### config.mk
export PLATFORM = sky130hd
export DESIGN_NAME = phy_reset_led_regmap
export DESIGN_NICKNAME = d
export VERILOG_FILES = /design/src/phy_regmap_pkg.sv /design/src/phy_reset_led_regmap.sv
export SDC_FILE = /design/constraint.sdc
export NUM_CORES = 2
export LEC_CHECK = 0
export BUFFER_PORTS_ARGS = -buffer_cell sky130_fd_sc_hd__buf_2
export CAP_MARGIN = 20
export CORE_ASPECT_RATIO = 0.7
export CORE_UTILIZATION = 30
export CTS_BUF_LIST = sky130_fd_sc_hd__clkbuf_8
export DETAILED_ROUTE_END_ITERATION = 8
export GPL_ROUTABILITY_DRIVEN = 0
export MAX_ROUTING_LAYER = met4
export PLACE_DENSITY = 0.58
export RECOVER_POWER = 25
export SETUP_SLACK_MARGIN = 0.3
export SYNTH_ARGS = -nofsm -noshare
export SYNTH_HDL_FRONTEND = slang
export SYNTH_SLANG_ARGS = --single-unit
### constraint.sdc
create_clock -name pclk -period 2.4 [get_ports pclk]
set_input_delay 0.48 -clock pclk [delete_from_list [all_inputs] [get_ports pclk]]
set_output_delay 0.48 -clock pclk [all_outputs]
set_load 0.01 [all_outputs]
### src/phy_regmap_pkg.sv
// constants, field layouts and state type of the transceiver reset and indicator block
// assumes a 100 MHz pclk and 16-bit registers, one per aligned 32-bit word
//
// How it works
// - three indicator pins, each picks one of several functions
// - default indicator functions follow the strapped three-bit operating mode
// - software picks indicator functions through indicator_config_one at 18h
// - strap sampled low makes that indicator drive active high
// - strap sampled high makes that indicator drive active low
// - rgmii-to-sgmii bridge with forced speed shows no link indication
// - in bridge modes activity indication is taken from the rgmii side
// - gigabit converter link shows only a 1000M copper link
// - 100M converter link shows only a 100M copper link
// - gigabit converter lets copper negotiation fall back to 100M only for one cycle after straps latch
// - reset pulse of 1us reloads all defaults and re-latches straps
// - bit 15 of basic_mode_control resets only the standard registers
// - bit 15 of global_control resets everything but keeps latched straps
// - bit 14 of global_control restarts circuits, register contents kept
// - fiber modes steer standard offsets onto the separate fiber register set
package phy_regmap_pkg;

  // ****************************************
  // register offsets (word index, byte address is four times)
  // ****************************************
  localparam int NREG = 64;
  localparam logic [5:0] OFS_BMC = 6'h00;
  localparam logic [5:0] OFS_BMS = 6'h01;
  localparam logic [5:0] OFS_IDH = 6'h02;
  localparam logic [5:0] OFS_IDL = 6'h03;
  localparam logic [5:0] OFS_AUTONEG_ADVERTISE = 6'h04;
  localparam logic [5:0] OFS_LPA = 6'h05;
  localparam logic [5:0] OFS_ANX = 6'h06;
  localparam logic [5:0] OFS_NPT = 6'h07;
  localparam logic [5:0] OFS_LNP = 6'h08;
  localparam logic [5:0] OFS_CFG1 = 6'h09;
  localparam logic [5:0] OFS_ST1 = 6'h0a;
  localparam logic [5:0] OFS_IAC = 6'h0d;
  localparam logic [5:0] OFS_IAV = 6'h0e;
  localparam logic [5:0] OFS_GCS = 6'h0f;
  localparam logic [5:0] OFS_TCTL = 6'h10;
  localparam logic [5:0] OFS_TST = 6'h11;
  localparam logic [5:0] OFS_MASK = 6'h12;
  localparam logic [5:0] OFS_FLAGS = 6'h13;
  localparam logic [5:0] OFS_CFG2 = 6'h14;
  localparam logic [5:0] OFS_REC = 6'h15;
  localparam logic [5:0] OFS_BIST = 6'h16;
  localparam logic [5:0] OFS_ST2 = 6'h17;
  localparam logic [5:0] OFS_IND1 = 6'h18;
  localparam logic [5:0] OFS_IND2 = 6'h19;
  localparam logic [5:0] OFS_IND3 = 6'h1a;
  localparam logic [5:0] OFS_CFG4 = 6'h1e;
  localparam logic [5:0] OFS_GCTL = 6'h1f;
  localparam logic [5:0] OFS_TCC = 6'h25;
  localparam logic [5:0] OFS_ECC = 6'h2c;
  localparam logic [5:0] OFS_FLD = 6'h2d;
  localparam logic [5:0] OFS_FLT = 6'h2e;
  localparam logic [5:0] OFS_CFG3 = 6'h31;
  localparam logic [5:0] OFS_RG1 = 6'h32;
  localparam logic [5:0] OFS_RG2 = 6'h33;
  localparam logic [5:0] OFS_SGS = 6'h37;
  localparam logic [5:0] OFS_PRC = 6'h39;
  localparam logic [5:0] OFS_PRB = 6'h3a;
  localparam logic [5:0] FIB_SPAN = 6'h10;

  // ****************************************
  // field positions
  // ****************************************
  localparam int RST_BIT = 15;
  localparam int RSTRT_BIT = 14;
  localparam int BMS_LINK_BIT = 2;
  localparam int TS_LINK_BIT = 10;
  localparam int TS_SPD_MSB = 15;
  localparam int EV_LINK = 0;
  localparam int EV_SPD = 1;
  localparam int EV_DONE = 2;
  localparam int IND_W = 4;

  // ****************************************
  // operating modes, speeds, indicator functions, defaults
  // ****************************************
  localparam logic [2:0] MODE_COPPER = 3'h0;
  localparam logic [2:0] MODE_F1000 = 3'h1;
  localparam logic [2:0] MODE_F100 = 3'h2;
  localparam logic [2:0] MODE_BR_R2S = 3'h3;
  localparam logic [2:0] MODE_MC1000 = 3'h4;
  localparam logic [2:0] MODE_MC100 = 3'h5;
  localparam logic [2:0] MODE_BR_S2R = 3'h6;
  localparam logic [1:0] SPD_100 = 2'h1;
  localparam logic [1:0] SPD_1000 = 2'h2;
  localparam logic [3:0] IND_LINK = 4'h0;
  localparam logic [3:0] IND_ACT = 4'h1;
  localparam logic [3:0] IND_TX = 4'h2;
  localparam logic [3:0] IND_RX = 4'h3;
  localparam logic [3:0] IND_L1000 = 4'h4;
  localparam logic [3:0] IND_L100 = 4'h5;
  localparam logic [3:0] IND_ON = 4'h6;
  localparam logic [15:0] IND_DEF_CU = 16'h0410;
  localparam logic [15:0] IND_DEF_BR = 16'h0032;
  localparam logic [15:0] IND_DEF_MC = 16'h0710;
  localparam logic [15:0] ID_HIGH = 16'h1234; // arbitrary identity value
  localparam logic [15:0] ID_LOW = 16'h5678; // arbitrary identity value
  localparam int CNT_W = 8;
  localparam logic [CNT_W-1:0] RST_CYCLES = 8'h10;

  // ****************************************
  // block state
  // ****************************************
  typedef struct packed {
    logic [NREG-1:0][15:0] regs;
    logic [15:0][15:0] fib;
    logic [15:0] flags;
    logic [2:0] pol;
    logic [2:0] mode;
    logic strap_wait;
    logic [CNT_W-1:0] std_cnt;
    logic [CNT_W-1:0] glb_cnt;
    logic [CNT_W-1:0] rs_cnt;
    logic link;
    logic [1:0] spd;
    logic [2:0] pins;
    logic [2:0] oe;
    logic irq;
    logic [31:0] prdata;
    logic pready;
    logic pslverr;
    logic restart;
    logic core_rst;
    logic fallback;
  } st_s;

endpackage

### src/phy_reset_led_regmap.sv
// apb register bank with reset control and strap-polarised indicator drivers
// assumes synchronous inputs on pclk and a standard apb master
`timescale 1ns/10ps
module phy_reset_led_regmap
  import phy_regmap_pkg::*;
(
  input wire logic pclk, // 100 MHz bus clock
  input wire logic presetn, // async reset, low
  input wire logic psel, // apb select
  input wire logic penable, // apb enable
  input wire logic pwrite, // apb write
  input wire logic [7:0] paddr, // apb byte address
  input wire logic [31:0] pwdata, // apb write data
  output logic [31:0] prdata, // apb read data
  output logic pready, // apb ready
  output logic pslverr, // apb error
  input wire logic [2:0] strap_ind, // indicator pin levels seen as straps
  input wire logic [2:0] strapped_operating_mode, // operating mode strap
  input wire logic link_up, // copper link state
  input wire logic [1:0] link_speed, // current link speed
  input wire logic forced_speed, // speed forced, not negotiated
  input wire logic cu_tx_act, // media side transmit activity
  input wire logic cu_rx_act, // media side receive activity
  input wire logic rgmii_tx_act, // rgmii side transmit activity
  input wire logic rgmii_rx_act, // rgmii side receive activity
  output logic indicator_pin_zero, // indicator drive 0
  output logic indicator_pin_one, // indicator drive 1
  output logic indicator_pin_two, // indicator drive 2
  output logic [2:0] indicator_oe, // indicator output enables
  output logic irq, // level interrupt
  output logic transceiver_restart, // restart pulse to circuits
  output logic core_reset, // global reset to circuits
  output logic fallback_100_en // copper negotiation may fall to 100M
);

  // ****************************************
  // decode helpers
  // ****************************************
  function automatic logic is_listed(input logic [5:0] a);
    case (a)
      OFS_BMC, OFS_BMS, OFS_IDH, OFS_IDL, OFS_AUTONEG_ADVERTISE, OFS_LPA, OFS_ANX, OFS_NPT,
      OFS_LNP, OFS_CFG1, OFS_ST1, OFS_IAC, OFS_IAV, OFS_GCS, OFS_TCTL, OFS_TST,
      OFS_MASK, OFS_FLAGS, OFS_CFG2, OFS_REC, OFS_BIST, OFS_ST2, OFS_IND1,
      OFS_IND2, OFS_IND3, OFS_CFG4, OFS_GCTL, OFS_TCC, OFS_ECC, OFS_FLD,
      OFS_FLT, OFS_CFG3, OFS_RG1, OFS_RG2, OFS_SGS, OFS_PRC, OFS_PRB: return 1'b1;
      default: return 1'b0;
    endcase
  endfunction

  function automatic logic is_writable(input logic [5:0] a);
    case (a)
      OFS_BMC, OFS_AUTONEG_ADVERTISE, OFS_NPT, OFS_CFG1, OFS_IAC, OFS_IAV, OFS_TCTL, OFS_MASK,
      OFS_CFG2, OFS_BIST, OFS_IND1, OFS_IND2, OFS_IND3, OFS_CFG4, OFS_GCTL,
      OFS_TCC, OFS_ECC, OFS_FLD, OFS_FLT, OFS_CFG3, OFS_RG1, OFS_RG2,
      OFS_PRC: return 1'b1;
      default: return 1'b0;
    endcase
  endfunction

  // indicator defaults per strapped mode
  function automatic logic [15:0] ind_default(input logic [2:0] m);
    case (m)
      MODE_BR_R2S, MODE_BR_S2R: return IND_DEF_BR;
      MODE_MC1000, MODE_MC100: return IND_DEF_MC;
      default: return IND_DEF_CU;
    endcase
  endfunction

  function automatic logic [15:0] reg_default(input logic [5:0] a, input logic [2:0] m);
    return (a == OFS_IND1) ? ind_default(m) : 16'h0000;
  endfunction

  // one indicator function evaluated against mode and live status
  function automatic logic ind_on(input logic [3:0] code, input logic [2:0] m,
                                  input logic lk, input logic [1:0] sp, input logic fs,
                                  input logic tx, input logic rx);
    logic lk_ok;
    case (m)
      MODE_MC1000: lk_ok = lk && (sp == SPD_1000);
      MODE_MC100: lk_ok = lk && (sp == SPD_100);
      MODE_BR_R2S: lk_ok = lk && !fs;
      default: lk_ok = lk;
    endcase
    case (code)
      IND_LINK: return lk_ok;
      IND_ACT: return tx | rx;
      IND_TX: return tx;
      IND_RX: return rx;
      IND_L1000: return lk_ok && (sp == SPD_1000);
      IND_L100: return lk_ok && (sp == SPD_100);
      IND_ON: return 1'b1;
      default: return 1'b0;
    endcase
  endfunction

  // ****************************************
  // bus decode
  // ****************************************
  st_s st_q;
  st_s st_d;
  logic [5:0] widx;
  logic [15:0] wd;
  logic fiber;
  logic addr_ok;
  logic acc;
  logic wr_en;
  logic irq_src;

  assign widx = paddr[7:2];
  assign wd = pwdata[15:0];
  assign fiber = (st_q.mode == MODE_F1000) || (st_q.mode == MODE_F100);
  assign addr_ok = (paddr[1:0] == 2'b00) && is_listed(widx);
  assign acc = psel && penable && !st_q.pready;
  // writes take effect on the edge where pready is seen high
  assign wr_en = psel && penable && st_q.pready && pwrite && addr_ok
                 && (st_q.glb_cnt == '0) && !st_q.strap_wait;
  assign irq_src = |(st_q.flags & st_q.regs[OFS_MASK]);

  // ****************************************
  // next state
  // ****************************************
  always_comb begin
    logic [15:0] rv;
    logic [2:0] ev;
    logic tx_s;
    logic rx_s;
    rv = 16'h0000;
    ev = 3'b000;
    tx_s = 1'b0;
    rx_s = 1'b0;
    st_d = st_q;
    // read mux, fiber bank overlays the standard offsets
    if (fiber && (widx < FIB_SPAN)) begin
      rv = st_q.fib[widx[3:0]];
    end else begin
      rv = st_q.regs[widx];
    end
    if (widx == OFS_BMC) begin
      rv[RST_BIT] = (st_q.std_cnt != '0);
    end else if (widx == OFS_BMS) begin
      rv[BMS_LINK_BIT] = st_q.link;
    end else if (widx == OFS_IDH) begin
      rv = ID_HIGH;
    end else if (widx == OFS_IDL) begin
      rv = ID_LOW;
    end else if (widx == OFS_TST) begin
      rv[TS_LINK_BIT] = st_q.link;
      rv[TS_SPD_MSB -: 2] = st_q.spd;
    end else if (widx == OFS_FLAGS) begin
      rv = st_q.flags;
    end else if (widx == OFS_GCTL) begin
      rv[RST_BIT] = (st_q.glb_cnt != '0);
      rv[RSTRT_BIT] = (st_q.rs_cnt != '0);
    end
    // apb answer one cycle after the access phase opens
    st_d.pready = acc;
    st_d.pslverr = acc && !addr_ok;
    st_d.prdata = (acc && addr_ok && !pwrite) ? {16'h0000, rv} : 32'h0000_0000;
    // reset and restart timers count down, done raises an event
    if (st_q.std_cnt != '0) begin
      st_d.std_cnt = st_q.std_cnt - 1'b1;
    end
    if (st_q.glb_cnt != '0) begin
      st_d.glb_cnt = st_q.glb_cnt - 1'b1;
    end
    if (st_q.rs_cnt != '0) begin
      st_d.rs_cnt = st_q.rs_cnt - 1'b1;
    end
    ev[EV_DONE] = (st_q.std_cnt == 8'h01) || (st_q.glb_cnt == 8'h01)
                  || (st_q.rs_cnt == 8'h01);
    // register writes
    if (wr_en) begin
      if (widx == OFS_FLAGS) begin
        st_d.flags = st_q.flags & ~wd;
      end else if (is_writable(widx)) begin
        if (fiber && (widx < FIB_SPAN)) begin
          st_d.fib[widx[3:0]] = wd;
        end else begin
          st_d.regs[widx] = wd;
        end
      end
      if ((widx == OFS_BMC) && wd[RST_BIT]) begin
        st_d.std_cnt = RST_CYCLES;
      end
      if ((widx == OFS_GCTL) && wd[RST_BIT]) begin
        st_d.glb_cnt = RST_CYCLES;
      end
      if ((widx == OFS_GCTL) && wd[RSTRT_BIT]) begin
        st_d.rs_cnt = RST_CYCLES;
      end
    end
    // standard registers of both banks held at defaults
    if (st_q.std_cnt != '0) begin
      for (int i = 0; i < 16; i++) begin
        st_d.regs[i] = reg_default(6'(i), st_q.mode);
        st_d.fib[i] = 16'h0000;
      end
    end
    // global reset holds every register, straps stay latched
    if (st_q.glb_cnt != '0) begin
      for (int i = 0; i < NREG; i++) begin
        st_d.regs[i] = reg_default(6'(i), st_q.mode);
      end
      st_d.fib = '0;
      st_d.flags = 16'h0000;
    end
    // status events, a set beats a clear in the same cycle
    st_d.link = link_up;
    st_d.spd = link_speed;
    ev[EV_LINK] = (link_up != st_q.link);
    ev[EV_SPD] = (link_speed != st_q.spd);
    st_d.flags = st_d.flags | {13'h0000, ev};
    st_d.irq = irq_src;
    st_d.core_rst = (st_d.glb_cnt != '0);
    st_d.restart = (st_d.rs_cnt != '0);
    st_d.fallback = (st_q.mode != MODE_MC1000);
    // straps caught once after reset release, then pins driven
    if (st_q.strap_wait) begin
      st_d.strap_wait = 1'b0;
      st_d.pol = strap_ind;
      st_d.mode = strapped_operating_mode;
      for (int i = 0; i < NREG; i++) begin
        st_d.regs[i] = reg_default(6'(i), strapped_operating_mode);
      end
      st_d.pins = 3'b000;
      st_d.oe = 3'b000;
    end else begin
      st_d.oe = 3'b111;
      tx_s = (st_q.mode == MODE_BR_R2S || st_q.mode == MODE_BR_S2R) ? rgmii_tx_act
             : cu_tx_act;
      rx_s = (st_q.mode == MODE_BR_R2S || st_q.mode == MODE_BR_S2R) ? rgmii_rx_act
             : cu_rx_act;
      for (int i = 0; i < 3; i++) begin
        st_d.pins[i] = st_q.pol[i] ^ ind_on(st_q.regs[OFS_IND1][i*IND_W +: IND_W],
                                            st_q.mode, link_up, link_speed,
                                            forced_speed, tx_s, rx_s);
      end
    end
  end

  // ****************************************
  // state register, hardware reset reloads all
  // ****************************************
  always_ff @(posedge pclk or negedge presetn) begin
    if (!presetn) begin
      st_q <= '0;
      st_q.strap_wait <= 1'b1;
    end else begin
      st_q <= st_d;
    end
  end

  // outputs straight from flops
  assign prdata = st_q.prdata;
  assign pready = st_q.pready;
  assign pslverr = st_q.pslverr;
  assign indicator_pin_zero = st_q.pins[0];
  assign indicator_pin_one = st_q.pins[1];
  assign indicator_pin_two = st_q.pins[2];
  assign indicator_oe = st_q.oe;
  assign irq = st_q.irq;
  assign transceiver_restart = st_q.restart;
  assign core_reset = st_q.core_rst;
  assign fallback_100_en = st_q.fallback;

  // ****************************************
  // checks
  // ****************************************
  localparam int A_MAX = 24;
endmodule // phy_reset_led_regmap

==> results.cfg, run 1 <==
[place]
preCtsSetupSlack_ps = -1230
placedCellCount = 8896
portBuffers = 70
dp_hpwl_um = 197000

[clocking]
cts_buffer_depth = 4
cts_buffers = 210
htree_levels = 4
clock-sinks = 1356
cts-root-buf = clkbuf_8

[global_route]
antenna_found_initial = 16
grt_pass1_wl_um = 400000
grt.overflow.total = 0
track_usage_pct = 26.9
grt_pass1_vias = 53900
grt_max_degree = 170

[floorplanning]
rows = 140
initial_core_util_pct = 30.2
die-width_um = 549
pin_count = 103
die_y_um = 385

[synth]
syn-instance-count = 5587
synth_top_flop_cell = dfrtp_1
synth_seq_area_share_pct = 54.0
synth_seq_cells = 1356
postSynthAreaPerCell_sq_um = 11.2
yosys_warnings = 0
yosysUniqueCellTypes = 90
ys_async_sr_fraction_pct = 100
synth_edf_count = 0
syn_area_sq_mm = 0.0628

[outcome]
error_line = [ERROR DRT-0255] Maze Route cannot find path of net pclk in worker of routeBox ( 531300 193200 ) ( 548955 241500 ).
status = aborted with a tool error
haltStage = detailed routing (5_2_route)

[sta]
grt_repair_worst_endpoint = st_q[305]$_DFFE_PN0P_/D
worstEndpointType = register input
[synth_stat cells (68+ instances only)]
library cell	number	area [sq um]
dfrtp_1	1355	33900
mux2i_1	522	5230
and3_1	453	2830
nor2_1	436	1640
clkbuf_1	347	1300
nand2_1	346	1300
a22o_1	332	2910
o21ai_0	209	1050
nand3_1	168	841
a21oi_1	160	801
buf_2	139	696
a221oi_1	134	1170
mux2_2	95	1070
mux4_2	85	1910
a22oi_1	80	601
o22ai_1	68	425
[per-layer routing]
layer and track usage [%]:
met1 37.2, met2 33.7, met3 12.5, met4 8.76, met5 -
[timing repair]
| item | in CTS | in global routing |
|---|---|---|
| cloned | 15 | 3 |
| hold buffers | 17 | 0 |
| pin swaps | 115 | 40 |
| resized for setup | 370 | 79 |
| endpoints found under the setup margin | 1148 | 1194 |
| hold endpoints to repair | 829 | 0 |
| setup buffers | 45 | 12 |
[stage by stage]
step                      cell area (sq um)  hold slack [ps]
after floorplan                       63400              184
after global placement                74200              375
after detailed placement              74200              373
after CTS                             80600             5.23
after global routing                  80800             63.0
[cells by family after synthesis]
kind of cell	share of synthesized area, %
XOR/XNOR	0.279
adder cells (fa/ha/maj)	0.259
AO/OA/AOI/OAI	14.5
AND/OR/NAND/NOR	13.6
multiplexers	13.1
flip-flops	54.0
other	0.00597
buffers and inverters	4.22
==> run 2: changes to the inputs <==
==> config.mk (replaced) <==
export PLATFORM = sky130hd
export DESIGN_NAME = phy_reset_led_regmap
export DESIGN_NICKNAME = d
export VERILOG_FILES = /design/src/phy_regmap_pkg.sv /design/src/phy_reset_led_regmap.sv
export SDC_FILE = /design/constraint.sdc
export NUM_CORES = 2
export LEC_CHECK = 0
export BUFFER_PORTS_ARGS = -buffer_cell sky130_fd_sc_hd__buf_2
export CAP_MARGIN = 20
export CORE_UTILIZATION = 20
export DETAILED_ROUTE_END_ITERATION = 8
export GPL_ROUTABILITY_DRIVEN = 0
export PLACE_DENSITY_LB_ADDON = 0.15
export RECOVER_POWER = 25
export SYNTH_ARGS = -nofsm -noshare
export SYNTH_HDL_FRONTEND = slang
export SYNTH_SLANG_ARGS = --single-unit
==> constraint.sdc (replaced) <==
create_clock -name pclk -period 3.1 [get_ports pclk]
set_input_delay 0.62 -clock pclk [delete_from_list [all_inputs] [get_ports pclk]]
set_output_delay 0.62 -clock pclk [all_outputs]
set_load 0.01 [all_outputs]
==> run 2 against run 1 <==
  * Synthesized cell count did not move
  * Global-route usage fell by 7.1 points
  * Synthesized area did not move
  * The flow now finishes, with violations (max-capacitance violations, max-slew violations, negative setup slack)
==> results.cfg, run 2 <==
[outcome]
status = finished, violations left
violations = max-capacitance violations, max-slew violations, negative setup slack

[sta]
finalMaxSlewViolations = 32
setup_slack_ps = -120
min_period_over_period_pct = 104
tns_ps = -120
timing.slew.headroom_pct = -12.9
worst_slew_pin_slew_ps = 1690
maxClockFrequency_mhz = 311
min_period_ps = 3220
final-setup-viol-count = 1
hold_viol_final = 0
finalClockSkew_ps = 67.7

[synth]
yosys_warnings = 0
synth_edf_count = 0
synthTopCellsByCount = dfrtp_1 (1,355), mux2i_1 (522), and3_1 (453)
synth_seq_area_share_pct = 54.0
yosysUniqueCellTypes = 90
synth_top_area_share_pct = 54.0
synth_seq_cells = 1356
synth_most_common_cell = dfrtp_1
synth_top_flop_cell = dfrtp_1
synthTopCellsByArea = dfrtp_1 (54%), mux2i_1 (8.3%), a22o_1 (4.6%), and3_1 (4.5%), mux4_2 (3.0%)
syn-instance-count = 5587
postSynthAreaPerCell_sq_um = 11.2
syn_area_sq_mm = 0.0628
ys_async_sr_fraction_pct = 100
yosys.area.top_type = dfrtp_1

[drt]
post_drt_wl_per_cell_um = 30.1
post-route-drc-count = 0
dr.pass1.iters = 6
dr_total_vias = 51700
viasPerCell = 4.90
drtAntennaViolNets = 0
drt_iter0_markers = 4964
wirelength_um = 317000

[clocking]
clkLatencyLatePin_ps = 890
cts_tree = yes
htree_levels = 4
clock-sinks = 1356
cts-root-buf = clkbuf_16
clk_pin_slew_worst_paths_ps = 60
cts_buffers = 177
cts_buffer_depth = 4

[power_and_ir_drop]
p_per_area_mw_per_mm2 = 535
peakVddDrop_uv = 484
leakage_uw = 0.0388

[critical_path]
r2r-start = st_q[453]
startpoint_type = register
r2r_end = prdata[7]
arrival_ps = 3950
crit_required_ps = 3830
crit_type = register to register
cp-end-kind = register
reg2reg_depth = 8
rrSetupSlack_ps = -120
cp_max_fo = 2

[place]
portBuffers = 70
dp_hpwl_um = 222000
placed_cell_area_sq_mm = 0.0758

[cells_and_area]
mostFrequentLayoutCells = dfrtp_1 (1,355), buf_4 (779), mux2i_1 (522)
drive_above_1_share_pct = 25.0
final_common_cell = dfrtp_1
largest_reg_flops = 1330
final_util_pct = 26.2
syn_to_final_growth_pct = 30.0
final_area_sq_mm = 0.0817
regMostFlops = st_q
nNetsFinal = 6335

[global_route]
antenna_found_initial = 28
grt_pass1_vias = 52600
grt_max_degree = 178
track_usage_pct = 19.7
grt_pass1_wl_um = 444000
grt.overflow.total = 0

[worst_hold_path]
hold_depth = 2
worstHoldPathType = primary input to register
min-delay-start = strapped_operating_mode[0]
min_to = st_q[72]

[floorplanning]
die-width_um = 562
rows = 205
initial_core_util_pct = 20.1
die-area_sq_mm = 0.316
coreArea_sq_mm = 0.312
pin_count = 103
die_y_um = 562

[job]
timing.max_cap.violations = 1
run 2: cell counts after synthesis:
No cell type changed its count.
run 2: repair_timing:
item / 4_1_cts / 5_1_grt
setup buffers: 0 / 3
endpoints found under the hold margin: 23 / 0
hold buffers: 5 / 0
setup endpoints to repair: 2 / 93
pin swaps: 0 / 1
resized for setup: 2 / 5
run 2: final cells by class:
cell class                 count  area, sq um
antenna                        7         17.5
inverter                      23          111
clock buffer                 260         5260
sequential                  1356        33900
tap                         4140         5180
timing repair buffer        1049         9800
fill                       32600       230000
multi-input combinational   3656        26700
clock inverter                59          658
run 2: how the worst max path moves through the flow:
stage,slack [ps],depth (start not counted),startpoint,end
after floorplan,-200,17,paddr[3],st_q[79]
after global placement,-960,14,paddr[2],prdata[11]
after detailed placement,-830,14,paddr[2],prdata[11]
after CTS,8,8,st_q[469],prdata[7]
after global routing,-9,8,st_q[469],prdata[7]
final,-120,8,st_q[453],prdata[7]
run 2: logic make-up (layout without fill, tap and decap cells):
kind of cell	after synthesis	after routing	synth area share (%)
fa+ha+maj	13	13	0.259
compound gates	1244	1244	14.5
flops	1356	1356	54.0
xor+xnor	20	20	0.279
mux	702	702	13.1
buf+inv	591	1391	4.22
simple gates	1660	1660	13.6
other cells	1	24	0.00597
run 2: critical path, stage by stage (launching register included):
cell and delay [ps]:
dfrtp_1 400, mux4_2 540, and2_1 200, a211oi_1 440
a21oi_1 190, buf_4 180, a211oi_1 760, a2111oi_0 180
buf_4 190
run 2: report_power, final:
group          leakage (uW)  switching, uW  internal [uW]
sequential           0.0188            182          17900
clock               0.00294           8760          12500
combinational        0.0170           3040           1340
total                0.0388          12000          31700
run 2: stage by stage:
stage          setup slack [ps]  hold slack [ps]  cells  total power (uW)
3_5_place_dp               -830              477  10200             22800
2_1_floorplan              -196              324   5603             20000
4_1_cts                    7.79            0.756  10500             44300
6_report                   -120             75.6  10600             43700
5_1_grt                   -9.26             59.5  10500             45200
3_3_place_gp               -958              470  10200             22800
run 2: metal layers:
| layer | GRT usage (%) | vias up | part of all wire, % | routed length [um] |
|---|---|---|---|---|
| li1 | - | 22000 | - | - |
| met1 | 27.7 | 27700 | 46 | 146000 |
| met2 | 31.5 | 1615 | 46 | 145000 |
| met3 | 2.31 | 386 | 4.8 | 15200 |
| met4 | 6.19 | 4 | 3.4 | 10700 |
| met5 | 0 | - | 0.0073 | 23 |
Note: power is estimated with default switching activity, not from simulation.
